[config.mk]
export PLATFORM = sky130hd
export DESIGN_NAME = rcr_rate_crossing_register
export DESIGN_NICKNAME = d
export VERILOG_FILES = /design/src/rcr_fifo.v /design/src/rcr_rate_crossing_register.v
export VERILOG_INCLUDE_DIRS = /design/src
export SDC_FILE = /design/constraint.sdc
export NUM_CORES = 1
export LEC_CHECK = 0
export ABC_AREA = 1
export BUFFER_PORTS_ARGS = -buffer_cell sky130_fd_sc_hd__buf_2
export CAP_MARGIN = 20
export CELL_PAD_IN_SITES_DETAIL_PLACEMENT = 2
export CELL_PAD_IN_SITES_GLOBAL_PLACEMENT = 2
export CORE_MARGIN = 4
export CORE_UTILIZATION = 42
export CTS_CLUSTER_SIZE = 25
export DETAILED_ROUTE_END_ITERATION = 10
export PLACE_DENSITY_LB_ADDON = 0.1
export SLEW_MARGIN = 20
export SYNTH_ARGS = -nofsm -noshare
export SYNTH_HDL_FRONTEND = slang
export SYNTH_HIERARCHICAL = 1
export SYNTH_SLANG_ARGS = --single-unit
[constraint.sdc]
create_clock -name pclk -period 4.15 [get_ports pclk]
set_input_delay 0.2075 -clock pclk [delete_from_list [all_inputs] [get_ports pclk]]
set_output_delay 0.2075 -clock pclk [all_outputs]
set_load 0.05 [all_outputs]
[src/rcr_consts.vh]
`ifndef RCR_CONSTS_VH
`define RCR_CONSTS_VH

// register map, byte addresses on the apb bus
`define RCR_CTRL_ADDR      12'h000
`define RCR_STAT_ADDR      12'h004
`define RCR_WDATA_ADDR     12'h008
`define RCR_RDATA_ADDR     12'h00c
`define RCR_CFG_ADDR       12'h010

// control fields
`define RCR_CTRL_EN_BIT    0
`define RCR_CTRL_CLR_BIT   1
`define RCR_CTRL_USE_EN    2
`define RCR_CTRL_USE_CLR   3
`define RCR_CTRL_RESET     4'h0

// status fields
`define RCR_STAT_FULL_BIT  0
`define RCR_STAT_EMPTY_BIT 1
`define RCR_STAT_OVAL_BIT  2
`define RCR_STAT_SIGN_BIT  3

// datapath shape: l integer bits plus r fraction bits
`define RCR_L_BITS         24
`define RCR_R_BITS         8
`define RCR_DW             32
`define RCR_STAGES         2
`define RCR_FIFO_DEPTH     32
`define RCR_FIFO_AW        5

`endif

[src/rcr_fifo.v]
`include "rcr_consts.vh"

// synchronous fifo, write side fills, read side drains
module rcr_fifo #(
  parameter WIDTH = `RCR_DW,
  parameter DEPTH = `RCR_FIFO_DEPTH,
  parameter AW    = `RCR_FIFO_AW
) (
  input  wire             pclk,     // clock
  input  wire             presetn,  // async reset, low
  input  wire [WIDTH-1:0] in_data,  // fill data
  input  wire             in_valid, // fill request
  output wire             in_ready, // room left
  output wire [WIDTH-1:0] out_data, // head word
  output wire             out_valid,// not empty
  input  wire             out_ready // drain accept
);
  reg [WIDTH-1:0] mem [0:DEPTH-1];
  reg [AW:0]      wp_r;
  reg [AW:0]      rp_r;
  wire            full;
  wire            empty;

  // pointers carry one wrap bit for honest full and empty
  assign full      = (wp_r[AW-1:0] == rp_r[AW-1:0]) && (wp_r[AW] != rp_r[AW]);
  assign empty     = (wp_r == rp_r);
  assign in_ready  = ~full;
  assign out_valid = ~empty;
  assign out_data  = mem[rp_r[AW-1:0]];

  // storage array has no reset
  always @(posedge pclk) begin
    if (in_valid && !full) begin
      mem[wp_r[AW-1:0]] <= in_data;
    end
  end

  // pointer update
  always @(posedge pclk or negedge presetn) begin
    if (!presetn) begin
      wp_r <= {(AW+1){1'b0}};
      rp_r <= {(AW+1){1'b0}};
    end else begin
      if (in_valid && !full) begin
        wp_r <= wp_r + 1'b1;
      end
      if (out_ready && !empty) begin
        rp_r <= rp_r + 1'b1;
      end
    end
  end
endmodule // rcr_fifo

[src/rcr_rate_crossing_register.v]
// Implementation choices: the address map and the APB interface to the registers.
`include "rcr_consts.vh"

// Function
// - capture input on clock edge, output after configured stages, at least one
// - extra stages act as synchroniser flops reducing metastability at output; here input and chain share the base clock, so they only add delay
// - with gate option, chain advances only while gate is asserted
// - with clear option, clear empties chain at every clock edge while it is set
// - chain is clocked by the base clock only
// - input and output share width of l integer plus r fraction bits
// - signed formats keep the msb as sign bit, passed unchanged
module rcr_rate_crossing_register (
  input  wire        pclk,    // base clock, 200 mhz
  input  wire        presetn, // async reset, low
  input  wire [11:0] paddr,   // apb address
  input  wire        psel,    // apb select
  input  wire        penable, // apb access phase
  input  wire        pwrite,  // apb direction
  input  wire [31:0] pwdata,  // apb write data
  output wire [31:0] prdata,  // apb read data
  output wire        pready,  // apb ready
  output wire        pslverr  // apb error
);

  // datapath shape: the word is l integer bits over r fraction bits,
  // and the chain depth is fixed at build time; all three are reported
  // back to software through the shape word at the cfg offset
  localparam       DW  = `RCR_DW;
  localparam       NS  = `RCR_STAGES;
  localparam       FD  = `RCR_FIFO_DEPTH;
  localparam       AW  = `RCR_FIFO_AW;
  localparam [7:0] LB8 = `RCR_L_BITS;
  localparam [7:0] RB8 = `RCR_R_BITS;
  localparam [7:0] NS8 = `RCR_STAGES;

  // programming model
  //   ctrl  : bit 0 gate level, bit 1 clear level, bit 2 arms the gate,
  //           bit 3 arms the clear; all zero after reset
  //   stat  : bit 0 buffer full, bit 1 buffer not empty, bit 2 output
  //           word waiting, bit 3 sign of the held word
  //   wdata : a write pushes one word into the buffer
  //   rdata : a read returns the held word and frees the holding register
  //   cfg   : read-only shape word, l bits, r bits and chain depth; a
  //           driver can check that the shape is the one it expects
  // timing
  //   a word written at one edge can be read back about three edges later
  //   with the gate open and the holding register empty; each further
  //   stage of depth adds one edge
  // limitations
  //   the chain runs on the base clock only; a word from another clock
  //   domain must arrive through a dual-clock buffer, not through here
  //   a word written to a full buffer is lost without any error
  //   the clear is a level: it keeps clearing until software drops it

  // control word: gate level, clear level, gate option, clear option
  reg  [3:0]       ctrl_r;
  reg  [3:0]       ctrl_nxt;

  // register chain, stage k in bits k*dw +: dw, with a valid bit per stage
  reg  [NS*DW-1:0] chain_r;
  reg  [NS*DW-1:0] chain_nxt;
  reg  [NS-1:0]    sval_r;
  reg  [NS-1:0]    sval_nxt;

  // output holding register seen by software at the rdata offset
  reg  [DW-1:0]    rdata_r;
  reg  [DW-1:0]    rdata_nxt;
  reg              rvalid_r;
  reg              rvalid_nxt;

  // read side of the bus: word and take permission caught in setup
  reg  [31:0]      prdata_r;
  reg  [31:0]      prdata_nxt;
  reg              take_ok_r;
  reg              take_ok_nxt;
  reg  [31:0]      mux_word;

  // bus decode
  wire             setup;
  wire             acc;
  wire             wr;
  wire             rd;
  wire             sel_ctrl;
  wire             sel_stat;
  wire             sel_wdata;
  wire             sel_rdata;
  wire             sel_cfg;
  wire             mapped;
  wire             push;

  // buffer and chain handshakes
  wire             f_in_ready;
  wire [DW-1:0]    f_out_data;
  wire             f_out_valid;
  wire             use_en;
  wire             use_clr;
  wire             gate_open;
  wire             clr;
  wire             stall;
  wire             adv;
  wire             deliver;
  wire             out_take;
  wire [DW-1:0]    last_word;
  wire [31:0]      stat_word;
  wire [31:0]      shape_word;
  integer          i;

  // address compare, shared by every register select below
  function is_addr;
    input [11:0] a;
    input [11:0] ref_a;
    begin
      is_addr = (a == ref_a);
    end
  endfunction

  // status word packing; the sign bit of the held word rides along so
  // software can test the sign without a full read
  function [31:0] pack_stat;
    input full;
    input not_empty;
    input out_valid;
    input sign;
    begin
      pack_stat = {28'h000_0000, sign, out_valid, not_empty, full};
    end
  endfunction

  // apb phase decode: setup is select without enable, access has both
  assign setup     = psel && !penable;
  assign acc       = psel && penable;
  assign wr        = acc && pwrite;
  assign rd        = acc && !pwrite;

  // register selects; anything else in the window is refused
  assign sel_ctrl  = is_addr(paddr, `RCR_CTRL_ADDR);
  assign sel_stat  = is_addr(paddr, `RCR_STAT_ADDR);
  assign sel_wdata = is_addr(paddr, `RCR_WDATA_ADDR);
  assign sel_rdata = is_addr(paddr, `RCR_RDATA_ADDR);
  assign sel_cfg   = is_addr(paddr, `RCR_CFG_ADDR);
  assign mapped    = sel_ctrl || sel_stat || sel_wdata || sel_rdata || sel_cfg;

  // zero wait states; an unmapped access errors and changes nothing
  assign pready    = 1'b1;
  assign pslverr   = acc && !mapped;
  assign push      = wr && sel_wdata;

  // input buffer fed by wdata writes; a write while it is full is
  // dropped without an error, so software should poll the full bit
  // before it sends a burst longer than the buffer
  rcr_fifo #(
    .WIDTH (DW),
    .DEPTH (FD),
    .AW    (AW)
  ) u_fifo (
    .pclk      (pclk),
    .presetn   (presetn),
    .in_data   (pwdata),
    .in_valid  (push),
    .in_ready  (f_in_ready),
    .out_data  (f_out_data),
    .out_valid (f_out_valid),
    .out_ready (adv)
  );

  // gate and clear options, each armed by its own ctrl bit; with an
  // option disarmed its level bit has no effect at all
  assign use_en    = ctrl_r[`RCR_CTRL_USE_EN];
  assign use_clr   = ctrl_r[`RCR_CTRL_USE_CLR];
  assign gate_open = !use_en || ctrl_r[`RCR_CTRL_EN_BIT];
  assign clr       = use_clr && ctrl_r[`RCR_CTRL_CLR_BIT];

  // backpressure: while a word waits in the output register and the
  // last stage is full, the whole chain holds so nothing is overwritten
  assign last_word = chain_r[(NS-1)*DW +: DW];
  assign stall     = rvalid_r && sval_r[NS-1];
  assign adv       = !clr && gate_open && !stall;
  assign deliver   = adv && sval_r[NS-1];

  // a read of rdata consumes the word only if it was valid when the
  // setup cycle captured it; a word landing between setup and access
  // stays put for the next read instead of being lost
  assign out_take  = rd && sel_rdata && take_ok_r;

  // control register next value
  always @* begin
    ctrl_nxt = ctrl_r;
    if (wr && sel_ctrl) begin
      ctrl_nxt = pwdata[3:0];
    end
  end

  // control register, cleared by reset
  always @(posedge pclk or negedge presetn) begin
    if (!presetn) begin
      ctrl_r <= `RCR_CTRL_RESET;
    end else begin
      ctrl_r <= ctrl_nxt;
    end
  end

  // chain next value: a clear wins over an advance, and a held chain
  // keeps every stage as it is
  always @* begin
    i         = 0;
    chain_nxt = chain_r;
    sval_nxt  = sval_r;
    if (clr) begin
      chain_nxt = {(NS*DW){1'b0}}; // synchronous clear
      sval_nxt  = {NS{1'b0}};
    end else if (adv) begin
      chain_nxt[DW-1:0] = f_out_data; // capture whole word, msb sign kept
      sval_nxt[0]       = f_out_valid;
      for (i = 1; i < NS; i = i + 1) begin
        chain_nxt[i*DW +: DW] = chain_r[(i-1)*DW +: DW]; // further stages, each one more edge of delay on the base clock
        sval_nxt[i]           = sval_r[i-1];
      end
    end
  end

  // register chain on the base clock, zero after reset so the output
  // is defined before the first word has passed through
  always @(posedge pclk or negedge presetn) begin
    if (!presetn) begin
      chain_r <= {(NS*DW){1'b0}};
      sval_r  <= {NS{1'b0}};
    end else begin
      chain_r <= chain_nxt;
      sval_r  <= sval_nxt;
    end
  end

  // output register next value; a word arrives only while the holding
  // register is empty, so arrival and a read never meet in one cycle
  always @* begin
    rdata_nxt  = rdata_r;
    rvalid_nxt = rvalid_r;
    if (clr) begin
      rdata_nxt  = {DW{1'b0}};
      rvalid_nxt = 1'b0;
    end else if (deliver) begin
      rdata_nxt  = last_word;
      rvalid_nxt = 1'b1;
    end else if (out_take) begin
      rvalid_nxt = 1'b0;
    end
  end

  // output holding register
  always @(posedge pclk or negedge presetn) begin
    if (!presetn) begin
      rdata_r  <= {DW{1'b0}};
      rvalid_r <= 1'b0;
    end else begin
      rdata_r  <= rdata_nxt;
      rvalid_r <= rvalid_nxt;
    end
  end

  // words that software can read
  assign stat_word  = pack_stat(!f_in_ready, f_out_valid, rvalid_r, rdata_r[DW-1]);
  assign shape_word = {8'h00, LB8, RB8, NS8};

  // read mux by address
  always @* begin
    mux_word = 32'h0000_0000;
    if (sel_ctrl) begin
      mux_word = {28'h000_0000, ctrl_r};
    end else if (sel_stat) begin
      mux_word = stat_word;
    end else if (sel_rdata) begin
      mux_word = rdata_r;
    end else if (sel_cfg) begin
      mux_word = shape_word;
    end
  end

  // read data is taken from the mux in the setup cycle, so prdata comes
  // from a flip-flop yet stands from the first access cycle on; a status
  // read therefore shows the state of the setup cycle
  always @* begin
    prdata_nxt  = prdata_r;
    take_ok_nxt = take_ok_r;
    if (setup) begin
      prdata_nxt  = mux_word;
      take_ok_nxt = rvalid_r;
    end
  end

  // read data register
  always @(posedge pclk or negedge presetn) begin
    if (!presetn) begin
      prdata_r  <= 32'h0000_0000;
      take_ok_r <= 1'b0;
    end else begin
      prdata_r  <= prdata_nxt;
      take_ok_r <= take_ok_nxt;
    end
  end

  // bus read data straight from its register
  assign prdata = prdata_r;
endmodule // rcr_rate_crossing_register

# Word-level counts from Yosys, hierarchy flattened

Memories as Yosys holds them, arrays and structs flattened.
Cells that the tools add are included.

Register bits: 148
Memories kept: 1
Logic and storage cells: 69
RAM bits: 1024

Muxes and demuxes: 15
Bitwise logic cells: 1
Eq/ne operators: 7
$add $sub $neg: 2
Reduce and logical (&&, ||, !) cells: 34

Memories:

| memory     | words | bits a word | read ports | clocked after memory_dff | wr ports | RTL line      | source |
|---|---|---|---|---|---|---|---|
| u_fifo.mem | 32    | 32          | 1          | 0                        | 1        | rcr_fifo.v:18 | `reg [WIDTH-1:0] mem [0:DEPTH-1];` |

Operator list:

| operator            | number |
|---|---|
| $mux 32             | 5 |
| $mux 64             | 2 |
| $eq 12x4->1 const B | 2 |
| $mux 21             | 1 |
| $logic_and 1x1->1   | 17 |
| $add 6x1->6 const B | 2 |
| $eq 12x3->1 const B | 1 |
| $eq 12x5->1 const B | 1 |
| $logic_not 12->1    | 1 |
| $logic_not 1->1     | 8 |
| $eq 6x6->1          | 1 |
| $eq 5x5->1          | 1 |
| $logic_or 1x1->1    | 5 |
| $mux 1              | 5 |
| $mux 2              | 2 |
| $reduce_bool 2->1   | 2 |
| $reduce_bool 3->1   | 1 |
| $ne 1x1->1          | 1 |
| $not 1->1           | 1 |

# Longest topological paths before layout

Gate-level depths: netlist of the first run.

Depth after elaboration: 7
Gate-level depth with buffers: 14
Gate-level depth less buffers: 11

# Modules after synthesis

Netlist of the first run, hierarchy kept.

Modules (own cells, without submodules):

| module                     | cells an instance | sequential area each (um^2) | instances | area each (um^2) |
|---|---|---|---|---|
| rcr_fifo                   | 4108              | 31049.8                     | 1         | 43929.6 |
| rcr_rate_crossing_register | 558               | 3403.3                      | 1         | 5536.6 |

# Worst setup path before layout of the first run

No wires, ideal clock.

Path type: input -> register
From: input port paddr[7]
To: memory u_fifo/mem[10][0] in the netlist's numbering, enable pin
Setup slack: 747 ps
Library setup time: 421 ps
Buffers on the path: 2
Stages: 9
Arrival: 2981 ps
Path through: nor2_1 -> nand2_2 -> nor2_4 -> nand3_1 -> nor3_1 -> nand2_1 -> buf_6 -> buf_6 -> nor2_1

Word-level cells in the longest chain between the ends: 5

RTL lines:

| element                      | RTL line                         | source |
|---|---|---|
| start: declaration           | rcr_rate_crossing_register.v:15  | `input wire [11:0] paddr,` |
| $eq 12x4->1                  | rcr_rate_crossing_register.v:113 | `is_addr = (a == ref_a);` |
| $logic_and 1x1->1            | rcr_rate_crossing_register.v:146 | `assign push = wr && sel_wdata;` |
| via push                     | rcr_rate_crossing_register.v:89  | `wire push;` |
| $logic_and 1x1->1            | rcr_fifo.v:33                    | `if (in_valid && !full) begin` |
| $mux 1                       | rcr_fifo.v:33                    |  |
| $mux 1 (implied by the code) | rcr_fifo.v:34                    | `mem[wp_r[AW-1:0]] <= in_data;` |
| end: declaration             | rcr_fifo.v:18                    |  |

The timed path passes the listed nets, and every way through them passes these cells.

# Worst setup path in the final report of the first run

From: register u_fifo.rp_r[0]
To: register chain_r[2]

Word-level cells in the longest chain between the ends: 3

RTL lines:

| element                  | RTL line                         | source |
|---|---|---|
| start: declaration       | rcr_fifo.v:20                    | `reg [AW:0] rp_r;` |
| start signal: assignment | rcr_fifo.v:42                    | `rp_r <= {(AW+1){1'b0}};` |
| start signal: assignment | rcr_fifo.v:48                    | `rp_r <= rp_r + 1'b1;` |
| $mem_v2 32x32            | --                               |  |
| via f_out_data[2]        | rcr_rate_crossing_register.v:93  | `wire [DW-1:0] f_out_data;` |
| $mux 64                  | rcr_rate_crossing_register.v:211 | `end else if (adv) begin` |
| $mux 64                  | rcr_rate_crossing_register.v:208 | `if (clr) begin` |
| end signal: assignment   | rcr_rate_crossing_register.v:225 | `chain_r <= {(NS*DW){1'b0}};` |
| end signal: assignment   | rcr_rate_crossing_register.v:228 | `chain_r <= chain_nxt;` |
| end: declaration         | rcr_rate_crossing_register.v:60  | `reg [NS*DW-1:0] chain_r;` |

The timed path passes the listed nets, and every way through them passes these cells. The select of a mux whose other input is x is not followed.
A chain may end at the register's enable or synchronous reset.

==> results.md, run 1 <==
* Clk pin slew, worst setup/hold paths at about 0.050 ns
* Reg2reg setup slack at 1.11 ns
* Initial core utilization at 0.425
* Post-Place Worst Slack at about 1.2 ns
* Max_cap viols at 0
* Post-route DRC at 0
* Vias in the first global route at between 30000 and 40000
* Status: completed
* Final WS setup at 1.11 ns
* Yosys cell types at 34
* Final wirelength at roughly 180000 um
* Post-synthesis instance total at 4666
* Antenna viol nets, final at 0
* # rows at 125
* Die area at between 100000 and 150000 sq um
* Worst Path Max Fanout at 100
* Clock Skew at 0.0229 ns
* I/O Pins at between 80 and 90
* Unrepaired setup endpoints after global routing: false
* Leak Pwr at 0.0231 uW
* Max incr delay on CP at 0.69 ns
* CP max-delay cell: dfrtp_4
* Slew Viols, Final at 0
* Share of flip-flops with an asynchronous set or reset at 0.126
* PwrDens at 436 nW/um^2
* Critical-path cell list: inv_8, buf_12, nand2_1, nand3_1, a21oi_1, nor2_1, nand2_1, nand2_1, inv_1, a22oi_1, inv_1
* PostCTS Resize Cnt at 0
* Setup violators final at 0
* Seq cells post-synth at around 1200
* CTS tree: done
* Hold buffers post-CTS at 30
* Sequential share of the synthesized area at 0.696
* Core area at 117000 sq um
* Setup TNS at 0 ns
* Clock sink count at 1172
* DR vias at between 30000 and 40000
* Top Family by Delay on Critical Path: buffers and inverters
* Die height at roughly 350 um
* Die X at 351 um
* Area of the mapped netlist at 49500 sq um
* Max VDD drop at 0.000398 V
* Number of synthesized flops with an enable pin at 1024
* Yosys synthesis warning count at 6
* Gpl congestion at 0.789
* First-pass iteration count of the detailed router at 5
* Max-slew headroom at 0.327
* Worst-margin pin slew at 1.01 ns
* Max frequency at approximately 330 MHz
* Fin crit period at ~3.0 ns
* Largest net degree at the start of global routing at between 150 and 200
* DR vias/cell at 5.54
* Iter 0 DRT Violations at 2619
* GRT Total Usage at 0.286
* PortBufs at 81
* Crit path arrival time at between 3 and 4 ns
* Post-CTS setup buffers at 0
* Period utilization at 0.732
* Htree depth at 4
* Class of the worst hold path: in -> reg
* Syn Nets at 4720
* Dpl hpwl at 98600 um
* Grt ovf at 0
* Crit start category: register
* Area added between synthesis and finish at 14.2%
* Critical path class: reg -> reg
* Routed wire length per instance at roughly 27 um
* First-pass GRT wire length at 258000 um
* CP Capture Type: register
* Final Util at 0.485
* WP data required at 4.79 ns
* Nets@finish at 4826
* Worst skew pair latency at 0.76 ns
* Clock Path Buffers at 3
* Clock buffer count from CTS at about 140
* Layout cell share with drive strength beyond 1 at 0.0909
* Avg Cell Area, Syn at 10.6 sq um
* Crit path buf inv count at 4
* Most used cell, CP: nand2_1
* Initial antenna violation count at 8
* Main synth FF type: edfxtp_1
* Clock Root Buffer: clkbuf_16
* Final-report hold violation count at 0
==> worst register-to-register path, stage by stage, from the launching register on <==
cell and delay (ns):
dfrtp_4 0.69, inv_8 0.63, buf_12 0.46, nand2_1 0.22
nand3_1 0.10, a21oi_1 0.10, nor2_1 0.24, nand2_1 0.15
nand2_1 0.09, inv_1 0.04, a22oi_1 0.15, inv_1 0.06
==> cells in the mapped netlist, drive strengths merged, types with 3 or more instances <==
cell type | instances | share of area
nand2 | 1580 | 0.12
edfxtp | 1024 | 0.62
nand3 | 645 | 0.065
inv | 638 | 0.048
buf | 185 | 0.020
dfrtp | 148 | 0.075
nor2 | 121 | 0.010
a21oi | 66 | 0.0067
clkbuf | 66 | 0.0050
o21ai | 43 | 0.0044
o22ai | 37 | 0.0059
o211ai | 32 | 0.0049
a22oi | 25 | 0.0038
o31ai | 25 | 0.0038
xor2 | 10 | 0.0018
nor3 | 9 | 0.00091
ha | 5 | 0.0013
nand4 | 3 | 0.00094
==> per-layer routing <==
layer / wire length [um] / global-route usage
met1: 74600 / 0.373
met2: 87200 / 0.494
met3: 8390 / 0.0404
met4: 5220 / 0.0934
met5: 38 / 0
==> flip-flops by register name (all words and copies together), names as in the netlist <==
signal	cells
u_fifo/mem	1024
sval_r	2
ctrl_r	4
rdata_r	32
u_fifo/wp_r	6
chain_r	64
take_ok_r	1
rvalid_r	1
prdata	32
u_fifo/rp_r	6
==> placed cells by master, fill, tap and decap left out, drive strengths merged <==
cell type	instances
edfxtp	1024
xnor2	1
clkinvlp	1
o21ai	43
o211ai	32
o31ai	25
nand2	1580
nand4	3
o22ai	37
bufinv	1
a21oi	66
clkbuf	197
buf	189
a22o	1
diode	4
dlygate4sd3	30
inv	641
dfrtp	148
nand3	645
ha	5
clkinv	48
a22oi	25
nor3	9
nor2	121
conb	1
xor2	10
==> report_power, final <==
| group | total [uW] | internal (uW) | switching (uW) |
|---|---|---|---|
| combinational | 296 | 47.2 | 249 |
| clock | 11500 | 6610 | 4860 |
| sequential | 12900 | 12800 | 19.9 |
| total | 24600 | 19500 | 5130 |
==> logic make-up (layout without fill, tap and decap cells) <==
| kind of cell | after synthesis | after routing | synth area share |
|---|---|---|---|
| and+or+nand+nor | 2358 | 2358 | 0.197 |
| DFF | 1172 | 1172 | 0.696 |
| buffers and inverters | 890 | 1107 | 0.0732 |
| AOI/OAI and AO/OA | 229 | 229 | 0.0296 |
| xor gates and xnor gates | 11 | 11 | 0.00195 |
| adders and majority gates | 5 | 5 | 0.00126 |
| other | 1 | 5 | 0.0000758 |
==> worst paths after layout <==
path	startpoint	depth (start not counted)	end
worst max register to register	u_fifo/rp_r[0]$_DFFE_PN0P_	11	chain_r[2]$_DFFE_PN0P_
worst min-delay path	pwdata[25]	1	u_fifo/mem[18][25]$_DFFE_PP_
worst max-delay path	u_fifo/rp_r[0]$_DFFE_PN0P_	11	chain_r[2]$_DFFE_PN0P_
max in group asynchronous	presetn	3	chain_r[1]$_DFFE_PN0P_
min in group asynchronous	presetn	2	prdata[26]$_DFFE_PN0P_
worst min register to register	prdata[10]$_DFFE_PN0P_	2	prdata[10]$_DFFE_PN0P_
==> area by class of cell <==
class | instances | area (sq um)
fill | 11775 | 60000
clock inverter | 52 | 303
tap | 1524 | 1910
inverter | 639 | 2420
sequential | 1172 | 34500
timing repair buffer | 219 | 1840
multi-input combinational | 2604 | 11600
antenna | 4 | 10.0
clock buffer | 197 | 3910
==> stage by stage <==
stage          hold slack (ns)  cells  total power [uW]  area (sq um)
2_1_floorplan          -0.0881   4666             13100         49500
3_3_place_gp             0.416   6128             13400         52000
3_5_place_dp             0.405   6128             13400         52000
4_1_cts                0.00134   6407             24800         56500
5_1_grt                 0.0174   6408             25400         56500
6_report                0.0216   6411             24600         56500
(Power assumes the default switching activity.)
==> run 2, diff against run 1 <==
ABC_AREA = 0   (was 1)
CORE_UTILIZATION = 44   (was 42)
clock period = 2.6 ns   (was 4.15 ns; I/O delays follow)
==> run 2 against run 1 <==
Non-clock buffer count increased by 80. Core utilization increased by 4.6 points. Critical path type unchanged. Register-to-register slack got worse by 1.1 ns. Final cell count shrank 36%. First-iteration DRC count shrank 13%. Synthesized area fell by 9.4%. Synthesized cell count down 50%. Sequential power grew 67%. Maximum frequency is 17% higher. Highest routed layer is now met4. Final area fell by 5.5%. Clock skew increased by 0.0043 ns. Sequential cell count stayed put.
==> results.md, run 2 <==
* Grt ovf at 0 (unchanged)
* Area of the mapped netlist at 44800 sq um (was 49500 sq um)
* Max frequency at 386 MHz (was 329 MHz)
* # rows at 116 (was 125)
* CP max-delay cell: dfrtp_4 (unchanged)
* Dpl hpwl at 84000 um (was 98600 um)
* Max VDD drop at 0.000628 V (was 0.000398 V)
* Avg Cell Area, Syn at 19.1 sq um (was 10.6 sq um)
* Core area at 101000 sq um (was 117000 sq um)
* Yosys cell types at 55 (was 34)
* Synth area leader: edfxtp_1 (unchanged)
* Routed wire length per instance at 31.4 um (was 27.4 um)
* Clock Root Buffer: clkbuf_16 (unchanged)
* Critical path class: reg -> reg (unchanged)
* Met3 Use GR at 0.0370 (was 0.0404)
* Class of the worst hold path: in -> reg (unchanged)
* Switching power at 16800 uW (was 5130 uW)
* Max incr delay on CP at 0.56 ns (was 0.69 ns)
* Clock sink count at 1172 (unchanged)
* GR Util met2 at 0.394 (was 0.494)
* Clock group share of total power at 0.309 (was 0.466)
* Routing usage on met1 at 0.343 (was 0.373)
* Setup TNS at 0 ns (unchanged)
* Clk pin slew, worst setup/hold paths at 0.06 ns (was 0.05 ns)
* Period utilization at 0.996 (was 0.732)
* Critical-path cell list: buf_12, buf_12, mux4_2, a22oi_1, a22oi_1, nand2_1, nand2_1 (was inv_8, buf_12, nand2_1, nand3_1, a21oi_1, nor2_1, nand2_1, nand2_1, inv_1, a22oi_1, inv_1)
* Max_cap viols at 0 (unchanged)
* Iter 0 DRT Violations at 2288 (was 2619)
* Max-slew headroom at 0.381 (was 0.327)
* Most used routing layer: met2 (unchanged)
* Htree depth at 3 (was 4)
* Flop pwr share at 0.399 (was 0.522)
* PwrDens at 1010 nW/um^2 (was 436 nW/um^2)
* Setup violators final at 0 (unchanged)
* Yosys synthesis warning count at 6 (unchanged)
* Slew Viols, Final at 0 (unchanged)
* Filler cells at 8626 (was 11775)
* Commonest non-fill, non-tap cell in the layout: edfxtp_1 (was nand2_1)
* WP data required at 3.16 ns (was 4.79 ns)
* Commonest non-fill, non-tap cells in the layout: edfxtp_1, nand2_1, mux4_2 (was nand2_1, edfxtp_1, nand3_1)
* DP Cell Count at 3844 (was 6128)
* CP Capture Type: register (unchanged)
* Seq cells post-synth at 1172 (unchanged)
* Leak Pwr at 0.0183 uW (was 0.0231 uW)
* Worst-margin pin slew at 0.928 ns (was 1.01 ns)
* Antenna viol nets, final at 0 (unchanged)
* Final wirelength at 128000 um (was 175000 um)
* Clock buffer count from CTS at 121 (was 136)
* Power Internal at 37300 uW (was 19500 uW)
* Fin crit period at 2.59 ns (was 3.04 ns)
* Crit path arrival time at 3.15 ns (was 3.67 ns)
* First-pass GRT wire length at 189000 um (was 258000 um)
* Max reg flops at 1024 (unchanged)
* Initial antenna violation count at 2 (was 8)
* DR vias at 23949 (was 35485)
* Die X at 327 um (was 351 um)
* Final-report hold violation count at 0 (unchanged)
* Worst Path Max Fanout at 16 (was 100)
* Status: completed (unchanged)
* Top Family by Delay on Critical Path: compound AO/OA/AOI/OAI gates (was buffers and inverters)
* Post-synthesis instance total at 2353 (was 4666)
* Syn Nets at 2407 (was 4720)
* Crit start category: register (unchanged)
* Net switching share of the total power at 0.311 (was 0.208)
* Sequential cell area at 34500 sq um (about the same)
* GRT Total Usage at 0.241 (was 0.286)
* Main synth FF type: edfxtp_1 (unchanged)
* Synth cell count leaders: edfxtp_1, nand2_1, mux4_2, dfrtp_1, mux2i_1 (was nand2_1, edfxtp_1, nand3_1, inv_1, dfrtp_1)
* Clock Path Buffers at 3 (unchanged)
* Layout cell share with drive strength beyond 1 at 0.260 (was 0.0909)
* Die height at 327 um (was 351 um)
* Crit path buf inv count at 2 (was 4)
* Clock Skew at 0.0273 ns (was 0.0229 ns)
* Die area at 107000 sq um (was 123000 sq um)
* Vias in the first global route at 26097 (was 38881)
* PortBufs at 81 (unchanged)
* I/O Pins at 83 (unchanged)
* Most frequent cell after synthesis: edfxtp_1 (was nand2_1)
* Number of synthesized flops with an enable pin at 1024 (unchanged)
* Final Non-Filler Cells at 4086 (was 6411)
* Nets@finish at 2683 (was 4826)
* Initial core utilization at 0.446 (was 0.425)
* First-pass iteration count of the detailed router at 5 (unchanged)
* DR vias/cell at 5.86 (was 5.54)
* Top cells by area, synth: edfxtp_1, mux4_2, dfrtp_1, mux2i_1, nand2_1 (was edfxtp_1, nand2_1, dfrtp_1, nand3_1, inv_1)
* Largest net degree at the start of global routing at 69 (was 186)
* Yosys top cell area share at 0.686 (was 0.622)
* Sequential share of the synthesized area at 0.768 (was 0.696)
* Share of flip-flops with an asynchronous set or reset at 0.126 (unchanged)
* Worst skew pair latency at 0.70 ns (was 0.76 ns)
* Unrepaired setup endpoints after global routing: false (unchanged)
* Area of the multi-input gates at 10100 sq um (was 11600 sq um)
* CTS tree: done (unchanged)
* Post-route DRC at 0 (unchanged)
* Area added between synthesis and finish at 19.1% (was 14.2%)
* Combinational group share of total power at 0.292 (was 0.012)
* Gpl congestion at 0.804 (was 0.789)
==> run 2: cell count changes in the layout (fill, tap and decap cells not counted), moves of 25 or more <==
cell / change
a211oi_1: +32
a21oi_1: -25
a22oi_1: +64
buf_12: +73
inv_1: -623
mux2i_1: +129
mux4_2: +191
nand2_1: -1364
nand3_1: -575
nor2_1: -73
o211ai_1: -32
o21ai_0: +26
o21ai_1: -35
o221ai_1: +32
==> run 2: path summary, 6_finish.rpt <==
path                       slack (ns)                       start  cells after the start                      endpoint
max in group asynchronous        1.08                     presetn                      4        prdata[25]$_DFFE_PN0P_
min in group asynchronous        0.52                     presetn                      3        prdata[26]$_DFFE_PN0P_
hold reg to reg                  0.47      chain_r[4]$_DFFE_PN0P_                      2       chain_r[36]$_DFFE_PN0P_
hold / removal                   0.04                  pwdata[17]                      1  u_fifo/mem[24][17]$_DFFE_PP_
setup / recovery                 0.01  u_fifo/rp_r[0]$_DFFE_PN0P_                      7        chain_r[7]$_DFFE_PN0P_
setup reg to reg                 0.01  u_fifo/rp_r[0]$_DFFE_PN0P_                      7        chain_r[7]$_DFFE_PN0P_
==> run 2: repair_timing <==
| action | in CTS | in global routing |
|---|---|---|
| hold endpoints to repair | 224 | 0 |
| endpoints found under the setup margin | 2 | 26 |
| hold buffers | 19 | 0 |
| resized for setup | 2 | 16 |
| setup buffers | 0 | 0 |
| cloned | 0 | 0 |
==> run 2: per-layer routing <==
layer  share of wire  up-vias
li1                -    10073
met3           0.047      149
met5               0        -
met4           0.022        0
met1            0.44    13093
met2            0.49      634
==> run 2: power groups by stage <==
stage / registers (uW) / logic [uW] / clock network [uW]
final: 21600 / 15800 / 16700
after global routing: 21700 / 16800 / 18000
after CTS: 21600 / 15700 / 17200
after detailed placement: 22000 / 15500 / 0
after global placement: 21900 / 15000 / 0
after floorplan: 21700 / 8770 / 0
==> run 2: through the flow <==
step	utilization	area [sq um]	setup WS (ns)	hold WS (ns)	total power, uW
final	0.531	53400	0.0105	0.0352	54100
after global routing	0.531	53400	0.000663	0.0276	56400
after CTS	0.530	53300	0.0137	0.00269	54400
after detailed placement	0.491	49300	-0.235	0.165	37500
after global placement	0.491	49300	-0.226	0.160	37000
after floorplan	-	45100	-0.395	-0.166	30400
==> run 2: area by class of cell <==
cell class,instances,area share
timing repair buffer,299,0.0624
tap,1357,0.0318
antenna,3,0.000141
multi-input combinational,1029,0.189
clock inverter,56,0.00928
sequential,1172,0.646
inverter,6,0.000445
clock buffer,164,0.0615
==> run 2: worst reg2reg max path: cells and delay by family, from the launching register on <==
kind	cells	cell delay, ns
AO/OA/AOI/OAI	2	0.69
buffers and inverters	2	0.48
flip-flops	1	0.56
multiplexers	1	0.54
AND/OR/NAND/NOR	2	0.18
==> run 2: cells by family (layout without fill, tap and decap cells) <==
kind of cell,Yosys count,after routing,synth area share
buf+inv,152,525,0.0156
other cells,1,4,0.0000836
compound gates,311,311,0.0486
simple gates,371,371,0.0367
xor+xnor,16,16,0.00313
fa+ha+maj,5,5,0.00140
mux,325,325,0.126
flops,1172,1172,0.768
